`src/include/nscr_map.vh`:
```
// Register numbers, field positions, masks and reset values of the node config bank
`ifndef NSCR_MAP_VH
`define NSCR_MAP_VH

`define NSCR_RN_W          8
`define NSCR_DW            32

`define NSCR_RN_IDENT      8'h00
`define NSCR_RN_DESC       8'h01
`define NSCR_RN_SWCFG      8'h04
`define NSCR_RN_NODEID     8'h05
`define NSCR_RN_PLL        8'h06
`define NSCR_RN_SWDIV      8'h07
`define NSCR_RN_REFDIV     8'h08
`define NSCR_RN_JTAGID     8'h09
`define NSCR_RN_USERCODE   8'h0a
`define NSCR_RN_DIRLO      8'h0c
`define NSCR_RN_DIRHI      8'h0d
`define NSCR_RN_DBG0       8'h10
`define NSCR_RN_DBG1       8'h11
`define NSCR_RN_DBGSRC     8'h1f
`define NSCR_RN_LINK_LO    8'h20
`define NSCR_RN_LINK_HI    8'h28
`define NSCR_RN_PROCESSOR_LINK_LO   8'h40
`define NSCR_RN_PROCESSOR_LINK_HI   8'h47
`define NSCR_RN_LCFG_LO    8'h80
`define NSCR_RN_LCFG_HI    8'h88
`define NSCR_RN_SLCFG_LO   8'ha0
`define NSCR_RN_SLCFG_HI   8'ha7

`define NSCR_SWCFG_LOCK    31
`define NSCR_SWCFG_PLLLOCK 8
`define NSCR_SWCFG_HDR     0
`define NSCR_SWCFG_MASK    32'h8000_0101
`define NSCR_SWCFG_RST     32'h0000_0000

`define NSCR_NODEID_MASK   32'h0000_ffff
`define NSCR_NODEID_RST    32'h0000_0000

`define NSCR_PLL_NORST     31
`define NSCR_PLL_NOWAIT    30
`define NSCR_PLL_BYPASS    29
`define NSCR_PLL_JTAGBOOT  28
`define NSCR_PLL_OD_HI     25
`define NSCR_PLL_OD_LO     23
`define NSCR_PLL_FB_HI     20
`define NSCR_PLL_FB_LO     8
`define NSCR_PLL_IN_HI     6
`define NSCR_PLL_IN_LO     0
`define NSCR_PLL_MASK      32'hc39f_ff7f
`define NSCR_PLL_RST       32'h0000_0000

`define NSCR_DIV_MASK      32'h0000_ffff
`define NSCR_SWDIV_RST     32'h0000_0000
`define NSCR_REFDIV_RST    32'h0000_0003
`define NSCR_DIR_RST       32'h0000_0000
`define NSCR_DBG_MASK      32'h0000_0003
`define NSCR_DBG_RST       32'h0000_0000
`define NSCR_DBGSRC_MASK   32'h0000_0013

`define NSCR_ID_BOOT_LO    16
`define NSCR_ID_REV_LO     8
`define NSCR_ID_VER_LO     0

`endif

```
`src/core/nscr_regs.v`:
```
// Node configuration register bank of the system switch, with PLL update sequencer
// Contract
// - Registers reached by config read/write, selected by register number
// - Identification: boot pins at reset 23:16, revision 15:8, version 7:0
// - Description: switch links 23:16, switch processors 15:8, device processors 7:0
// - Config bit 31 set blocks writes to switch control registers
// - Config bit 8 set refuses writes to the PLL control register
// - Config bit 0 selects header size: 0 two-byte, 1 one-byte; resets 0
// - All defined config bits reset to zero
// - Node identifier 15:0 writable, resets zero; upper bits read-only
// - PLL output clocks I/O logic, processors and switch
// - Any accepted PLL settings write resets the tile after applying settings
// - PLL write with bit 31 set applies settings without chip reset
// - PLL write with bit 30 set does not wait for PLL lock
// - Writing 1 to PLL bit 29 bypasses the PLL; write-only bit
// - Writing 1 to PLL bit 28 forces boot from JTAG; write-only bit
// - Output divider 25:23 holds divide value minus one
// - Feedback multiplier 20:8 holds ratio minus one
// - Input divider 6:0 holds divide value minus one
`timescale 1ns/1ps
`default_nettype none
`include "nscr_map.vh"

module nscr_regs #(
    parameter [7:0]  SW_REVISION  = 8'h01,
    parameter [7:0]  SW_VERSION   = 8'h01,
    parameter [7:0]  NUM_LINKS    = 8'h08,
    parameter [7:0]  NUM_SW_PROCS = 8'h02,
    parameter [7:0]  NUM_DEV_PROCS = 8'h02,
    // Identification values below are arbitrary
    parameter [31:0] JTAG_ID      = 32'h0000_0001,
    parameter [31:0] USER_CODE    = 32'h0000_0000
) (
    input  wire        mclk,
    input  wire        nrst,
    input  wire        cfg_req,
    input  wire        cfg_write,
    input  wire [7:0]  cfg_regnum,
    input  wire [31:0] cfg_wdata,
    output reg         cfg_ack,
    output reg         cfg_err,
    output reg  [31:0] cfg_rdata,
    input  wire [7:0]  boot_control_pins,
    input  wire [4:0]  debug_source,
    input  wire        pll_locked,
    output wire        hdr_one_byte,
    output wire [15:0] node_id,
    output reg         pll_load,
    output wire [2:0]  pll_out_div,
    output wire [12:0] pll_fb_mult,
    output wire [6:0]  pll_in_div,
    output reg         pll_bypass,
    output reg         boot_from_jtag,
    output reg         tile_reset,
    output reg         chip_reset,
    output wire [15:0] switch_clk_div,
    output wire [15:0] ref_clk_div,
    output wire [31:0] route_dir_low,
    output wire [31:0] route_dir_high,
    output wire [1:0]  debug_cfg_tile0,
    output wire [1:0]  debug_cfg_tile1
);

    localparam [1:0] ST_IDLE  = 2'h0;
    localparam [1:0] ST_APPLY = 2'h1;
    localparam [1:0] ST_LOCK  = 2'h2;
    localparam [1:0] ST_RST   = 2'h3;

    reg [31:0] swcfg;
    reg [31:0] nodeid;
    reg [31:0] pll;
    reg [31:0] swdiv;
    reg [31:0] refdiv;
    reg [31:0] dirlo;
    reg [31:0] dirhi;
    reg [31:0] dbg0;
    reg [31:0] dbg1;
    reg [7:0]  boot_cap;
    reg        boot_done;
    reg [1:0]  state;
    reg [1:0]  next_state;
    reg        pend_chip;
    reg [31:0] next_rdata;
    reg        next_err;

    function in_range;
        input [7:0] rn;
        input [7:0] lo;
        input [7:0] hi;
        begin
            in_range = (rn >= lo) && (rn <= hi);
        end
    endfunction

    wire wr       = cfg_req & cfg_write;
    wire sw_lock  = swcfg[`NSCR_SWCFG_LOCK];
    wire pll_lock = swcfg[`NSCR_SWCFG_PLLLOCK];
    wire wr_ok    = wr & ~sw_lock;
    wire pll_wr   = wr_ok & ~pll_lock & (cfg_regnum == `NSCR_RN_PLL);
    wire reg_wr_ok = wr_ok & (state == ST_IDLE);

    // Header mode, node identity and clocking fields straight from storage
    assign hdr_one_byte    = swcfg[`NSCR_SWCFG_HDR];
    assign node_id         = nodeid[15:0];
    assign pll_out_div     = pll[`NSCR_PLL_OD_HI:`NSCR_PLL_OD_LO];
    assign pll_fb_mult     = pll[`NSCR_PLL_FB_HI:`NSCR_PLL_FB_LO];
    assign pll_in_div      = pll[`NSCR_PLL_IN_HI:`NSCR_PLL_IN_LO];
    assign switch_clk_div  = swdiv[15:0];
    assign ref_clk_div     = refdiv[15:0];
    assign route_dir_low   = dirlo;
    assign route_dir_high  = dirhi;
    assign debug_cfg_tile0 = dbg0[1:0];
    assign debug_cfg_tile1 = dbg1[1:0];

    // Boot pins caught on the first edge after reset release
    always @(posedge mclk or negedge nrst) begin
        if (!nrst) begin
            boot_cap  <= 8'h00;
            boot_done <= 1'b0;
        end else if (!boot_done) begin
            boot_cap  <= boot_control_pins;
            boot_done <= 1'b1;
        end
    end

    // Writable storage; reserved bits masked off on write
    always @(posedge mclk or negedge nrst) begin
        if (!nrst) begin
            swcfg  <= `NSCR_SWCFG_RST;
            nodeid <= `NSCR_NODEID_RST;
            swdiv  <= `NSCR_SWDIV_RST;
            refdiv <= `NSCR_REFDIV_RST;
            dirlo  <= `NSCR_DIR_RST;
            dirhi  <= `NSCR_DIR_RST;
            dbg0   <= `NSCR_DBG_RST;
            dbg1   <= `NSCR_DBG_RST;
        end else if (reg_wr_ok) begin
            case (cfg_regnum)
                `NSCR_RN_SWCFG: begin
                    swcfg <= cfg_wdata & `NSCR_SWCFG_MASK;
                end
                `NSCR_RN_NODEID: begin
                    nodeid <= cfg_wdata & `NSCR_NODEID_MASK;
                end
                `NSCR_RN_SWDIV: begin
                    swdiv <= cfg_wdata & `NSCR_DIV_MASK;
                end
                `NSCR_RN_REFDIV: begin
                    refdiv <= cfg_wdata & `NSCR_DIV_MASK;
                end
                `NSCR_RN_DIRLO: begin
                    dirlo <= cfg_wdata;
                end
                `NSCR_RN_DIRHI: begin
                    dirhi <= cfg_wdata;
                end
                `NSCR_RN_DBG0: begin
                    dbg0 <= cfg_wdata & `NSCR_DBG_MASK;
                end
                `NSCR_RN_DBG1: begin
                    dbg1 <= cfg_wdata & `NSCR_DBG_MASK;
                end
                default: begin
                end
            endcase
        end
    end

    // PLL settings and write-only command bits
    always @(posedge mclk or negedge nrst) begin
        if (!nrst) begin
            pll            <= `NSCR_PLL_RST;
            pll_bypass     <= 1'b0;
            boot_from_jtag <= 1'b0;
            pend_chip      <= 1'b0;
        end else if (pll_wr && state == ST_IDLE) begin
            pll            <= cfg_wdata & `NSCR_PLL_MASK;
            pll_bypass     <= cfg_wdata[`NSCR_PLL_BYPASS];
            boot_from_jtag <= boot_from_jtag | cfg_wdata[`NSCR_PLL_JTAGBOOT];
            pend_chip      <= ~cfg_wdata[`NSCR_PLL_NORST];
        end
    end

    // Update sequence: apply, optional wait for lock, then reset pulse
    always @* begin
        next_state = state;
        case (state)
            ST_IDLE: begin
                if (pll_wr) begin
                    next_state = ST_APPLY;
                end
            end
            ST_APPLY: begin
                if (pll[`NSCR_PLL_NOWAIT]) begin
                    next_state = ST_RST;
                end else begin
                    next_state = ST_LOCK;
                end
            end
            ST_LOCK: begin
                if (pll_locked) begin
                    next_state = ST_RST;
                end
            end
            ST_RST: begin
                next_state = ST_IDLE;
            end
            default: begin
                next_state = ST_IDLE;
            end
        endcase
    end

    always @(posedge mclk or negedge nrst) begin
        if (!nrst) begin
            state      <= ST_IDLE;
            pll_load   <= 1'b0;
            tile_reset <= 1'b0;
            chip_reset <= 1'b0;
        end else begin
            state      <= next_state;
            pll_load   <= (state == ST_IDLE) & pll_wr;
            tile_reset <= (state != ST_RST) & (next_state == ST_RST);
            chip_reset <= (state != ST_RST) & (next_state == ST_RST) & pend_chip;
        end
    end

    // Read decode and refusal report
    always @* begin
        next_rdata = 32'h0000_0000;
        next_err   = 1'b0;
        case (cfg_regnum)
            `NSCR_RN_IDENT: begin
                next_rdata = {8'h00, boot_cap, SW_REVISION, SW_VERSION};
            end
            `NSCR_RN_DESC: begin
                next_rdata = {8'h00, NUM_LINKS, NUM_SW_PROCS, NUM_DEV_PROCS};
            end
            `NSCR_RN_SWCFG: begin
                next_rdata = swcfg;
            end
            `NSCR_RN_NODEID: begin
                next_rdata = nodeid;
            end
            `NSCR_RN_PLL: begin
                next_rdata = pll;
            end
            `NSCR_RN_SWDIV: begin
                next_rdata = swdiv;
            end
            `NSCR_RN_REFDIV: begin
                next_rdata = refdiv;
            end
            `NSCR_RN_JTAGID: begin
                next_rdata = JTAG_ID;
            end
            `NSCR_RN_USERCODE: begin
                next_rdata = USER_CODE;
            end
            `NSCR_RN_DIRLO: begin
                next_rdata = dirlo;
            end
            `NSCR_RN_DIRHI: begin
                next_rdata = dirhi;
            end
            `NSCR_RN_DBG0: begin
                next_rdata = dbg0;
            end
            `NSCR_RN_DBG1: begin
                next_rdata = dbg1;
            end
            `NSCR_RN_DBGSRC: begin
                next_rdata = {27'h0, debug_source} & `NSCR_DBGSRC_MASK;
            end
            default: begin
                next_err = ~(in_range(cfg_regnum, `NSCR_RN_LINK_LO, `NSCR_RN_LINK_HI) |
                             in_range(cfg_regnum, `NSCR_RN_PROCESSOR_LINK_LO, `NSCR_RN_PROCESSOR_LINK_HI) |
                             in_range(cfg_regnum, `NSCR_RN_LCFG_LO, `NSCR_RN_LCFG_HI) |
                             in_range(cfg_regnum, `NSCR_RN_SLCFG_LO, `NSCR_RN_SLCFG_HI));
            end
        endcase
        if (cfg_write) begin
            next_rdata = 32'h0000_0000;
            if (sw_lock || state != ST_IDLE) begin
                next_err = 1'b1;
            end
            if (pll_lock && cfg_regnum == `NSCR_RN_PLL) begin
                next_err = 1'b1;
            end
        end
    end

    always @(posedge mclk or negedge nrst) begin
        if (!nrst) begin
            cfg_ack   <= 1'b0;
            cfg_err   <= 1'b0;
            cfg_rdata <= 32'h0000_0000;
        end else begin
            cfg_ack   <= cfg_req;
            cfg_err   <= cfg_req & next_err;
            cfg_rdata <= cfg_req ? next_rdata : 32'h0000_0000;
        end
    end

endmodule
`default_nettype wire

```
`config.mk`:
```
export PLATFORM = sky130hd
export DESIGN_NAME = nscr_regs
export DESIGN_NICKNAME = d
export VERILOG_FILES = /design/src/core/nscr_regs.v
export VERILOG_INCLUDE_DIRS = /design/src /design/src/include
export SDC_FILE = /design/constraint.sdc
export NUM_CORES = 1
export LEC_CHECK = 0
export BUFFER_PORTS_ARGS = -buffer_cell sky130_fd_sc_hd__buf_4
export CAP_MARGIN = 25
export CORE_MARGIN = 4
export CORE_UTILIZATION = 54
export CTS_BUF_LIST = sky130_fd_sc_hd__clkbuf_2 sky130_fd_sc_hd__clkbuf_4 sky130_fd_sc_hd__clkbuf_8
export DETAILED_ROUTE_END_ITERATION = 6
export HOLD_SLACK_MARGIN = 0.05
export PLACE_DENSITY_LB_ADDON = 0.3
export SLEW_MARGIN = 15
export SYNTH_ARGS = -nofsm -noshare
export SYNTH_HDL_FRONTEND = slang
export SYNTH_SLANG_ARGS = --single-unit
```
`constraint.sdc`:
```
create_clock -name mclk -period 2.5 [get_ports mclk]
set_input_delay 0.125 -clock mclk [delete_from_list [all_inputs] [get_ports mclk]]
set_output_delay 0.125 -clock mclk [all_outputs]
set_load 0.005 [all_outputs]
```
==> summary.md, run 1 <==
| Metric | Value |
|---|---|
| Run status | `finished, final reports clean` |
| Largest family of logic cells by synthesized area | `multiplexers` |
| Worst IR Drop VDD | `383 uV` |
| Number of antenna violations at the first check in global routing | `0` |
| Count of filler cells inserted in the layout | `~1100` |
| Synth Flop Type | `sky130_fd_sc_hd__dfrtp_1` |
| Port Buffer Count | `between 200 and 250` |
| Data required time at the worst endpoint | `~2.9 ns` |
| First-pass iteration count of the detailed router | `5` |
| Leakage power figure | `between 5 and 6 nW` |
| Setup TNS | `0 ns` |
| Number of nets with antenna violations after routing | `0` |
| Count of final hold-check violations | `0` |
| Footprint of the multi-input gates | `roughly 3300 um^2` |
| Worst path cell trace | `nor3_1, nor2b_1, buf_4, nand2_2, mux2_2` |
| Minimum hold slack | `around 0.086 ns` |
| Post-placement worst setup slack | `0.367 ns` |
| Total core area | `~15000 um^2` |
| Fraction of final layout cells with drive strength greater than 1 | `45.1%` |
| Final-report max-slew violation count | `0` |
| Xor and xnor fraction of the mapped netlist area | `0.205%` |
| Number of buffers and inverters on the critical path | `1` |
| Number of antenna cells inserted | `0` |
| Kind of cell adding the most delay to the critical path | `simple AND/OR/NAND/NOR gates` |
| Sequential-to-total area share from yosys stat | `~57%` |
| Layer with the highest usage after global routing | `met2` |
| Worst-case clock skew | `about 0.008 ns` |
| Number of vias after detailed routing | `about 7000` |
| Area of the mapped netlist | `approximately 8600 um^2` |
| Synth Area in Compound Gates | `around a tenth` |
| Total DRC errors in the routed layout | `0` |
| Number of global-route vias before repair | `about 7000` |
| Layout Area Growth over Synthesis | `33.3%` |
| Relative slew slack | `between 50% and 60%` |
| Placer's final routability congestion estimate | `roughly 0.86` |
| H-Tree Depth | `4` |
| Class of the tightest hold or removal check | `input port to flop` |
| Count of routing violations after the opening detailed-route iteration | `590` |
| Met1 GRT Util | `roughly two fifths` |
| Final critical delay including setup and external delays | `2.23 ns` |
| Clock input transition at the sequential cells of the worst setup and hold paths | `0.10 ns` |
| Final Instance Count excl. Fillers | `1202` |
| Crit path max fanout | `16` |
| Post-CTS Setup Bufs | `0` |
| Syn Nets | `762` |
| RSZ-0062 raised after global routing | `no` |
| Wire length of the first global-routing pass | `40.2 mm` |
| Sink Count | `around 200` |
| Worst-path cell with the longest stage delay | `sky130_fd_sc_hd__nor2b_1` |
| Total routing resource utilization after global routing | `between 20% and 30%` |
| Final setup fails | `0` |
| Total cell area at the placement stage | `roughly 11000 um^2` |
| TritonCTS clock tree | `yes` |
| Cell Rows | `45` |
| Maximum achievable frequency | `0.449 GHz` |
| Simple-gate portion of the synthesized area | `between 10% and 20%` |
| Largest net degree at the start of global routing | `85` |
| Launching element type of the critical path | `flop` |
| Worst setup slack after layout | `about 0.27 ns` |
| Category of the most critical setup path | `flop to flop` |
| HPWL Detailed | `between 15 and 20 mm` |
| Routing usage on met3 | `7.16%` |
| Cell Count Post-Placement | `~1100` |
| Actual slew at the worst max-slew pin | `slightly below 0.7 ns` |
| Grt ovf | `0` |
| Met2 Usage GRT | `45.9%` |
| Average vias per placed instance | `around 5.7` |
| Number of CTS-inserted buffers | `17` |
| Die area | `approximately 18000 um^2` |
| Sequential cell area | `around 5000 um^2` |
| Critical path data arrival time | `roughly 2.6 ns` |
| Root buf cell | `sky130_fd_sc_hd__clkbuf_8` |
| Clk Latency, worst-skew pair | `between 0.4 and 0.5 ns` |
| Adder-Cell Fraction of Synth Area | `0%` |
| Mean routed wirelength per cell | `21.5 um` |
| Register bit count reported by yosys | `195` |
| Width of the chip | `134 um` |
| Multiplexer area fraction after synthesis | `a little under a fifth` |
| Total power divided by cell area | `~530 nW/um^2` |
| I/O Pins | `237` |
| Gate Count Post-Synth | `704` |
| Finished Cell Area | `around 11000 um^2` |
| Buffer depth of the longest clock path | `2` |
| Synthesized area divided by synthesized cell count | `about 12 um^2` |
| Resized Gates After CTS | `0` |
| Kind of end point of the critical path | `flop` |
| Count of flip-flops with a built-in enable after synthesis | `0` |
| Warnings, synthesis | `0` |
| Net count of the finished layout | `around 1000` |
| Max Cap Violations | `0` |
| Portion of the clock cycle consumed by the worst path in the final layout | `between 80 and 90%` |
| Biggest cell delay along the critical path | `about 0.46 ns` |
| Async set-or-reset flop fraction in the synthesized netlist | `100%` |
| Final routed wirelength across all metal layers | `~26 mm` |
| Yosys cell types | `51` |
| Initial Util | `around 56%` |
| Vertical die dimension | `~130 um` |
==> Yosys cell counts, types with 5 or more instances <==
master,instances,area [um^2]
sky130_fd_sc_hd__o22a_1,5,43.8
sky130_fd_sc_hd__clkbuf_1,16,60.1
sky130_fd_sc_hd__mux2i_1,11,110
sky130_fd_sc_hd__nand2_1,108,405
sky130_fd_sc_hd__o21ai_0,11,55.1
sky130_fd_sc_hd__nor2b_1,6,37.5
sky130_fd_sc_hd__buf_4,24,180
sky130_fd_sc_hd__a21oi_1,32,160
sky130_fd_sc_hd__mux2_2,129,1450
sky130_fd_sc_hd__buf_2,15,75.1
sky130_fd_sc_hd__nand3_1,7,35.0
sky130_fd_sc_hd__nor3_1,9,45.0
sky130_fd_sc_hd__mux2_1,6,67.6
sky130_fd_sc_hd__a22oi_1,29,218
sky130_fd_sc_hd__a22o_1,17,149
sky130_fd_sc_hd__nor2_1,18,67.6
sky130_fd_sc_hd__dfrtp_1,193,4830
==> through the flow <==
stage	utilization, %	power [mW]
after floorplan	-	3.56
after global placement	68.5	3.88
after detailed placement	68.5	3.89
after CTS	74.2	6.02
after global routing	74.2	6.21
final	74.2	6.01
==> registers in the layout, indices dropped and copies added (netlist names) <==
register,count
swdiv,16
boot_from_jtag,1
pend_chip,1
route_dir_low,32
boot_cap,8
boot_done,1
cfg_err,1
pll,25
chip_reset,1
refdiv,16
nodeid,16
pll_bypass,1
cfg_ack,1
dbg0,2
state,2
tile_reset,1
route_dir_high,32
cfg_rdata,32
pll_load,1
dbg1,2
swcfg,3
==> routing by layer <==
metal  routed length, um  part of all wire (%)
met5                   0                     0
met4                 915                   3.5
met3                1990                   7.7
met2               12500                    48
met1               10400                    40
==> kinds of logic (layout without fill, tap and decap cells) <==
group                  after synthesis  after routing
AO/OA/AOI/OAI                      116            116
XOR/XNOR                             2              2
buffers and inverters               63            350
flip-flops                         195            195
multiplexers                       146            146
other                                1              1
AND/OR/NAND/NOR                    181            181
==> worst register-to-register path, cell delays in order (launching register included) <==
cell,delay [ns]
sky130_fd_sc_hd__dfrtp_1,0.43
sky130_fd_sc_hd__nor3_1,0.29
sky130_fd_sc_hd__nor2b_1,0.46
sky130_fd_sc_hd__buf_4,0.22
sky130_fd_sc_hd__nand2_2,0.32
sky130_fd_sc_hd__mux2_2,0.41
==> layout by cell type, fill, tap and decap left out, types with 7 or more instances in the layout <==
master	instances
sky130_fd_sc_hd__nor3_1	8
sky130_fd_sc_hd__nor2_1	18
sky130_fd_sc_hd__mux2i_1	11
sky130_fd_sc_hd__dlygate4sd3_1	46
sky130_fd_sc_hd__a22oi_1	29
sky130_fd_sc_hd__clkbuf_8	21
sky130_fd_sc_hd__o21ai_0	11
sky130_fd_sc_hd__a22o_1	17
sky130_fd_sc_hd__a21oi_1	32
sky130_fd_sc_hd__mux2_2	129
sky130_fd_sc_hd__nand3_1	7
sky130_fd_sc_hd__buf_4	267
sky130_fd_sc_hd__nand2_1	107
sky130_fd_sc_hd__dfrtp_1	193
==> final timing paths <==
path	from	slack (ns)	cells past startpoint	end
min reg2reg	pll_bypass	0.48	2	pll_bypass
min	cfg_regnum[2]	0.09	3	cfg_rdata[11]
min in group asynchronous	nrst	0.25	2	swdiv[6]
max	state[0]	0.27	5	refdiv[4]
max in group asynchronous	nrst	1.41	3	refdiv[0]
max reg2reg	state[0]	0.27	5	refdiv[4]
==> layout make-up <==
| class | instances | share of cell area, % |
|---|---|---|
| sequential | 195 | 42.8 |
| multi-input combinational | 446 | 29.1 |
| timing repair buffer | 316 | 22.1 |
| clock buffer | 21 | 2.48 |
| tap | 211 | 2.31 |
| clock inverter | 11 | 1.12 |
| inverter | 2 | 0.0658 |
==> where the power goes <==
group / leakage (nW) / switching, mW / internal [mW]
Combinational: 2.96 / 0.294 / 0.291
Clock: 0.202 / 1.13 / 0.983
Sequential: 2.68 / 0.0733 / 3.24
==> timing repair <==
item,CTS,global route
hold endpoints to repair,238,0
hold buffers,46,0
setup endpoints to repair,0,0
(Power assumes the default switching activity.)
==> run 2, diff against run 1 <==
Settings changed: ABC_AREA set to 1.
==> summary.md, run 2 <==
| Metric | Value |
|---|---|
| Run status | `finished, final reports clean` |
| Sw Pwr | `1.23 mW (-18%)` |
| Crit path max fanout | `38 (+22)` |
| Net count of the finished layout | `1274 (+23%)` |
| Leading cell types in the layout, fill and taps excluded | `311 x sky130_fd_sc_hd__nand2_1, 249 x sky130_fd_sc_hd__buf_4, 193 x sky130_fd_sc_hd__dfrtp_1` |
| Synthesized area divided by synthesized cell count | `8.74 um^2 (-28%)` |
| Total DRC errors in the routed layout | `0 (unchanged)` |
| Final critical delay including setup and external delays | `1.87 ns (-0.361 ns)` |
| Count of flip-flops with a built-in enable after synthesis | `0 (unchanged)` |
| Total power divided by cell area | `487 nW/um^2 (-7.6%)` |
| Internal power component | `4.15 mW (-8.1%)` |
| Number of global-route vias before repair | `7431 (+5.5%)` |
| Relative slew slack | `59.9% (+4.9 points)` |
| Cell type contributing the most total cell area after synthesis | `sky130_fd_sc_hd__dfrtp_1` |
| Category of the most critical setup path | `flop to flop` |
| Cell types occupying the most area after synthesis | `sky130_fd_sc_hd__dfrtp_1 57%, sky130_fd_sc_hd__nand2_1 14%, sky130_fd_sc_hd__o21ai_0 6.2%, sky130_fd_sc_hd__nand3_1 3.4%, sky130_fd_sc_hd__nor2_1 2.7%` |
| Leakage power figure | `5.67 nW (-2.9%)` |
| Worst-case clock skew | `0.0134 ns (+0.00518 ns)` |
| Actual slew at the worst max-slew pin | `0.599 ns (-0.0750 ns)` |
| Footprint of the multi-input gates | `2930 um^2 (-12%)` |
| First-pass iteration count of the detailed router | `5 (unchanged)` |
| Area of the mapped netlist | `8440 um^2 (-1.4%)` |
| H-Tree Depth | `4 (unchanged)` |
| Average vias per placed instance | `5.28 (-8.1%)` |
| Async set-or-reset flop fraction in the synthesized netlist | `100% (unchanged)` |
| Sequential-to-total area share from yosys stat | `57.9% (+0.84 points)` |
| Fraction of final layout cells with drive strength greater than 1 | `26.6% (-19 points)` |
| Number of nets with antenna violations after routing | `0 (unchanged)` |
| Count of routing violations after the opening detailed-route iteration | `464 (-21%)` |
| Worst IR Drop VDD | `414 uV (+8.0%)` |
| Top-count cell post-synth | `sky130_fd_sc_hd__nand2_1` |
| Total core area | `15300 um^2 (-0.73%)` |
| Class of the tightest hold or removal check | `input port to flop` |
| Number of antenna cells inserted | `0 (unchanged)` |
| Total chip power | `5.38 mW (-10%)` |
| Initial Util | `55.3% (-0.40 points)` |
| Largest net degree at the start of global routing | `65 (-24%)` |
| Placer's final routability congestion estimate | `0.897 (+4.5%)` |
| Die area | `17700 um^2 (-1.4%)` |
| Count of final hold-check violations | `0 (unchanged)` |
| Part of the power in registers | `59.7% (+4.6 points)` |
| Clk Latency, worst-skew pair | `0.46 ns (-0.02 ns)` |
| Clk network pwr share | `33.5% (-1.6 points)` |
| Data required time at the worst endpoint | `2.83 ns (-0.04 ns)` |
| Setup TNS | `0 ns (unchanged)` |
| Final routed wirelength across all metal layers | `24.4 mm (-5.3%)` |
| I/O Pins | `237 (unchanged)` |
| Maximum achievable frequency | `0.536 GHz (+19%)` |
| Port Buffer Count | `234 (unchanged)` |
| Portion of the clock cycle consumed by the worst path in the final layout | `74.7% (-14 points)` |
| Syn Nets | `1023 (+34%)` |
| Yosys cell types | `32 (-37%)` |
| Root buf cell | `sky130_fd_sc_hd__clkbuf_8` |
| HPWL Detailed | `16.6 mm (-5.3%)` |
| Sink Count | `195 (unchanged)` |
| Wire length of the first global-routing pass | `38.5 mm (-4.3%)` |
| Mean routed wirelength per cell | `17.0 um (-21%)` |
| RSZ-0062 raised after global routing | `no` |
| Switching Share | `22.9% (-2.0 points)` |
| Vertical die dimension | `133 um (-0.68%)` |
| Clock input transition at the sequential cells of the worst setup and hold paths | `0.09 ns (about the same)` |
| Kind of end point of the critical path | `flop` |
| Max Cap Violations | `0 (unchanged)` |
| Width of the chip | `133 um (-0.68%)` |
| Total routing resource utilization after global routing | `27.5% (-1.7 points)` |
| Cell Rows | `45 (unchanged)` |
| Most common cell after layout, fill and taps aside | `sky130_fd_sc_hd__nand2_1` |
| Number of antenna violations at the first check in global routing | `0 (unchanged)` |
| Synth Flop Type | `sky130_fd_sc_hd__dfrtp_1` |
| Count of filler cells inserted in the layout | `1141 (+6.7%)` |
| Portion of synthesized cell area occupied by the leading cell type | `57.3% (+0.83 points)` |
| Launching element type of the critical path | `flop` |
| Critical path data arrival time | `2.20 ns (-0.40 ns)` |
| Number of CTS-inserted buffers | `17 (unchanged)` |
| TritonCTS clock tree | `yes` |
| Buffer depth of the longest clock path | `2 (unchanged)` |
| Sequential cell area | `4880 um^2 (unchanged)` |
| Layout Area Growth over Synthesis | `31.0%` |
| Warnings, synthesis | `0 (unchanged)` |
| Top cells by instance count after synthesis | `311 x sky130_fd_sc_hd__nand2_1, 193 x sky130_fd_sc_hd__dfrtp_1, 105 x sky130_fd_sc_hd__o21ai_0` |
| Gate Count Post-Synth | `965 (+37%)` |
| Share of power burned in combinational logic | `6.8% (-2.9 points)` |
| Register bit count reported by yosys | `195 (unchanged)` |
| Post-CTS Setup Bufs | `0 (unchanged)` |
| Final setup fails | `0 (unchanged)` |
| Grt ovf | `0 (unchanged)` |
| Number of vias after detailed routing | `7590 (+9.9%)` |
| Final-report max-slew violation count | `0 (unchanged)` |
## run 2: cell count changes in the layout (fill, tap and decap cells not counted), moves of 8 or more
cell,previous run,this run
sky130_fd_sc_hd__a22o_1,17,0
sky130_fd_sc_hd__o21ai_0,11,105
sky130_fd_sc_hd__nand2_1,107,311
sky130_fd_sc_hd__nor2_2,1,9
sky130_fd_sc_hd__nand3_1,7,57
sky130_fd_sc_hd__mux2_2,129,8
sky130_fd_sc_hd__o21ai_1,0,44
sky130_fd_sc_hd__a22oi_1,29,0
sky130_fd_sc_hd__buf_4,267,249
sky130_fd_sc_hd__inv_1,2,53
sky130_fd_sc_hd__a21oi_1,32,15
sky130_fd_sc_hd__nor2_1,18,61
sky130_fd_sc_hd__mux2i_1,11,0
## run 2: kinds of logic after synthesis
group           share of synthesized area (%)
mux                                      1.07
buf+inv                                  7.43
other cells                            0.0445
flops                                    57.9
compound gates                           10.7
simple gates                             22.9
## run 2: worst max-delay path, cell delays in order (launching register included)
cell and delay [ns]:
sky130_fd_sc_hd__dfrtp_1 0.40, sky130_fd_sc_hd__nor2_1 0.19, sky130_fd_sc_hd__nand4_1 0.16, sky130_fd_sc_hd__inv_4 0.17, sky130_fd_sc_hd__nand2_2 0.34, sky130_fd_sc_hd__buf_12 0.32
sky130_fd_sc_hd__nand2_1 0.07, sky130_fd_sc_hd__o21ai_0 0.08
## run 2: power by group through the flow
stage	clock network [mW]	logic, mW	registers (mW)
5_1_grt	1.95	0.407	3.22
3_5_place_dp	0	0.308	3.27
6_report	1.80	0.366	3.21
2_1_floorplan	0	0.113	3.27
4_1_cts	1.83	0.368	3.21
3_3_place_gp	0	0.303	3.27
## run 2: cell type report
type | instances | area share, %
well taps | 211 | 2.39
repair buffers | 299 | 21.8
clock inverters | 5 | 0.272
inverters | 58 | 1.99
multi-input cells | 645 | 26.5
clock buffers | 24 | 2.76
flip-flops and latches | 195 | 44.2
## run 2: repair_timing
| action | 4_1_cts | 5_1_grt |
|---|---|---|
| resized for setup | 0 | 0 |
| hold endpoints to repair | 200 | 0 |
| hold buffers | 45 | 0 |
## run 2: final timing paths
path,from,endpoint,slack (ns),cells past startpoint
worst max-delay path,state[0],route_dir_low[1],0.63,7
worst min-delay path,cfg_wdata[0],route_dir_low[0],0.13,3
worst max register to register,state[0],route_dir_low[1],0.63,7
worst min register to register,boot_from_jtag,boot_from_jtag,0.49,1
max in group asynchronous,nrst,route_dir_high[30],1.45,3
min in group asynchronous,nrst,cfg_rdata[4],0.21,2
## run 2: routing by layer
metal	track usage, %	part of all wire (%)	routed length, um
met1	35.4	39	9640
met2	44.0	48	11700
met3	6.77	8.7	2120
met4	13.0	4.0	977
met5	0	0	0
## run 2: through the flow
stage | cells | setup slack (ns) | hold WS, ns | instance area [um^2] | util, %
finish | 1437 | 0.633 | 0.125 | 11000 | 72.4
global route | 1437 | 0.529 | 0.116 | 11000 | 72.4
CTS | 1437 | 0.633 | 0.104 | 11000 | 72.4
detailed placement | 1363 | 0.658 | 0.150 | 10300 | 67.2
global placement | 1363 | 0.690 | 0.152 | 10300 | 67.2
floorplan | 965 | 1.06 | -0.171 | 8440 | -
==> run 3, diff against run 2 <==
Clock period 2.5 ns to 1.9 ns, I/O delays scaled along.
==> summary.md, run 3 (synthesized netlist as in run 2, its figures left out) <==
| Metric | Value |
|---|---|
| Worst Hold Endpoint | `swdiv[0]` |
| Minimum hold slack | `0.0970 ns (-0.0284 ns)` |
| Number of antenna cells inserted | `0 (unchanged)` |
| Fraction of final layout cells with drive strength greater than 1 | `27.4% (+0.77 points)` |
| Category of the most critical setup path | `flop to flop` |
| Worst reg2reg path endpoint | `pll[14]` |
| Critical path data arrival time | `1.97 ns (-0.23 ns)` |
| Worst setup slack after layout | `0.258 ns (-0.374 ns)` |
| Setup TNS | `0 ns (unchanged)` |
| Kind of end point of the critical path | `flop` |
| Mean routed wirelength per cell | `17.3 um (+1.8%)` |
| Initial Util | `55.3% (unchanged)` |
| Width of the chip | `133 um (unchanged)` |
| Layout Area Growth over Synthesis | `33.0%` |
| I/O Pins | `237 (unchanged)` |
| Finished Cell Area | `11200 um^2 (+1.6%)` |
| Class of the tightest hold or removal check | `input port to flop` |
| RSZ-0062 raised after global routing | `no` |
| Clock input transition at the sequential cells of the worst setup and hold paths | `0.09 ns (about the same)` |
| Final critical delay including setup and external delays | `1.64 ns (-0.226 ns)` |
| Switching Share | `22.7% (-0.27 points)` |
| Total routing resource utilization after global routing | `28.5% (+0.94 points)` |
| Post-placement worst setup slack | `0.295 ns (-0.363 ns)` |
| Crit path max fanout | `34 (-11%)` |
| Hold Path Cell Cnt | `3 (unchanged)` |
| Number of vias after detailed routing | `7667 (+1.0%)` |
| Final routed wirelength across all metal layers | `25.1 mm (+2.7%)` |
| Critical register-to-register path startpoint | `state[0]` |
| Portion of the clock cycle consumed by the worst path in the final layout | `86.4% (+12 points)` |
| Utilization of the core after routing | `73.5% (+1.1 points)` |
| Count of final hold-check violations | `0 (unchanged)` |
| Count of routing violations after the opening detailed-route iteration | `589 (+27%)` |
| Number of global-route vias before repair | `7421 (-0.13%)` |
| Worst-case clock skew | `0.0122 ns (-0.00119 ns)` |
| Net count of the finished layout | `1284 (+0.78%)` |
| Root buf cell | `sky130_fd_sc_hd__clkbuf_8` |
| Share of power burned in combinational logic | `6.3% (-0.5 points)` |
| HPWL Detailed | `17.1 mm (+2.8%)` |
| Grt ovf | `0 (unchanged)` |
| Buffer depth of the longest clock path | `2 (unchanged)` |
| Hold path start | `cfg_wdata[0]` |
| Run status | `finished, final reports clean` |
| Total chip power | `7.69 mW (+43%)` |
| Final-report max-slew violation count | `0 (unchanged)` |
| Worst setup slack for register-to-register paths | `0.26 ns (-0.37 ns)` |
| Leakage power figure | `5.77 nW (+1.7%)` |
| Cell Count Post-Placement | `1373 (+0.73%)` |
| Number of antenna violations at the first check in global routing | `0 (unchanged)` |
| Total core area | `15300 um^2 (unchanged)` |
| Vertical die dimension | `133 um (unchanged)` |
| Sink Count | `195 (unchanged)` |
| Worst IR Drop VDD | `386 uV (-6.7%)` |
| Data required time at the worst endpoint | `2.23 ns (-0.60 ns)` |
| Final setup fails | `0 (unchanged)` |
| Total cell area at the placement stage | `10300 um^2 (+0.61%)` |
| Max Cap Violations | `0 (unchanged)` |
| Largest net degree at the start of global routing | `73 (+12%)` |
| Internal power component | `5.95 mW (+43%)` |
| Number of CTS-inserted buffers | `17 (unchanged)` |
| Sw Pwr | `1.74 mW (+41%)` |
| Number of nets with antenna violations after routing | `0 (unchanged)` |
| Clk Latency, worst-skew pair | `0.46 ns (about the same)` |
| Leading cell types in the layout, fill and taps excluded | `311 x sky130_fd_sc_hd__nand2_1, 260 x sky130_fd_sc_hd__buf_4, 193 x sky130_fd_sc_hd__dfrtp_1` |
| Most common cell after layout, fill and taps aside | `sky130_fd_sc_hd__nand2_1` |
| Total power divided by cell area | `685 nW/um^2 (+41%)` |
| TritonCTS clock tree | `yes` |
| Port Buffer Count | `234 (unchanged)` |
| Maximum achievable frequency | `0.609 GHz (+14%)` |
| Clk network pwr share | `38.7% (+5.2 points)` |
| Launching element type of the critical path | `flop` |
| Worst reg-to-reg path cell count | `7 (unchanged)` |
| Part of the power in registers | `54.9% (-4.8 points)` |
| Cell Rows | `45 (unchanged)` |
| Placer's final routability congestion estimate | `0.940 (+4.7%)` |
| Die area | `17700 um^2 (unchanged)` |
| First-pass iteration count of the detailed router | `5 (unchanged)` |
| Post-CTS Setup Bufs | `0 (unchanged)` |
| Average vias per placed instance | `5.29 (+0.11%)` |
| Total DRC errors in the routed layout | `0 (unchanged)` |
| H-Tree Depth | `4 (unchanged)` |
| Final Instance Count excl. Fillers | `1450 (+0.90%)` |
| Wire length of the first global-routing pass | `39.6 mm (+2.8%)` |
## run 3: power by group through the flow
| stage | registers [mW] | logic (mW) | clock network (mW) |
|---|---|---|---|
| after floorplan | 4.30 | 0.148 | 0 |
| after global placement | 4.30 | 0.403 | 0 |
| after detailed placement | 4.31 | 0.410 | 0 |
| after CTS | 4.22 | 0.489 | 3.01 |
| after global routing | 4.23 | 0.543 | 3.16 |
| final | 4.22 | 0.487 | 2.98 |
## run 3: how the worst max path moves through the flow
| stage | from | to | slack, ns | depth (start not counted) |
|---|---|---|---|---|
| floorplan | state[0] | pll[10] | 0.46 | 8 |
| detailed placement | state[0] | pll[14] | 0.29 | 7 |
| global route | state[0] | pll[1] | 0.13 | 7 |
| global placement | cfg_regnum[7] | cfg_rdata[1] | 0.35 | 11 |
| finish | state[0] | pll[14] | 0.26 | 7 |
| CTS | state[0] | pll[14] | 0.26 | 7 |
## run 3: critical path, cell delays in order, from the launching register on
cell,delay [ns]
sky130_fd_sc_hd__dfrtp_1,0.41
sky130_fd_sc_hd__nor2_1,0.18
sky130_fd_sc_hd__nand4_1,0.18
sky130_fd_sc_hd__inv_4,0.19
sky130_fd_sc_hd__nand3_2,0.10
sky130_fd_sc_hd__buf_4,0.27
sky130_fd_sc_hd__nand2_1,0.12
sky130_fd_sc_hd__o21ai_1,0.07
## run 3: cell type report
cell class                      count  area [um^2]
Sequential cell                   195         4880
Fill cell                        1184         4040
Multi-Input combinational cell    645         2930
Timing Repair Buffer              309         2480
Clock buffer                       20          269
Tap cell                          211          264
Inverter                           58          220
Clock inverter                     12          176
## run 3: metal layers
metal,part of all wire [%],track usage [%]
met1,40,36.8
met2,47,45.5
met3,8.2,6.81
met4,4.4,13.3
met5,0,0
## run 3: timing repair
item                                   in CTS  in global routing
resized for setup                           0                  0
endpoints found under the hold margin     346                  0
hold buffers                               45                  0
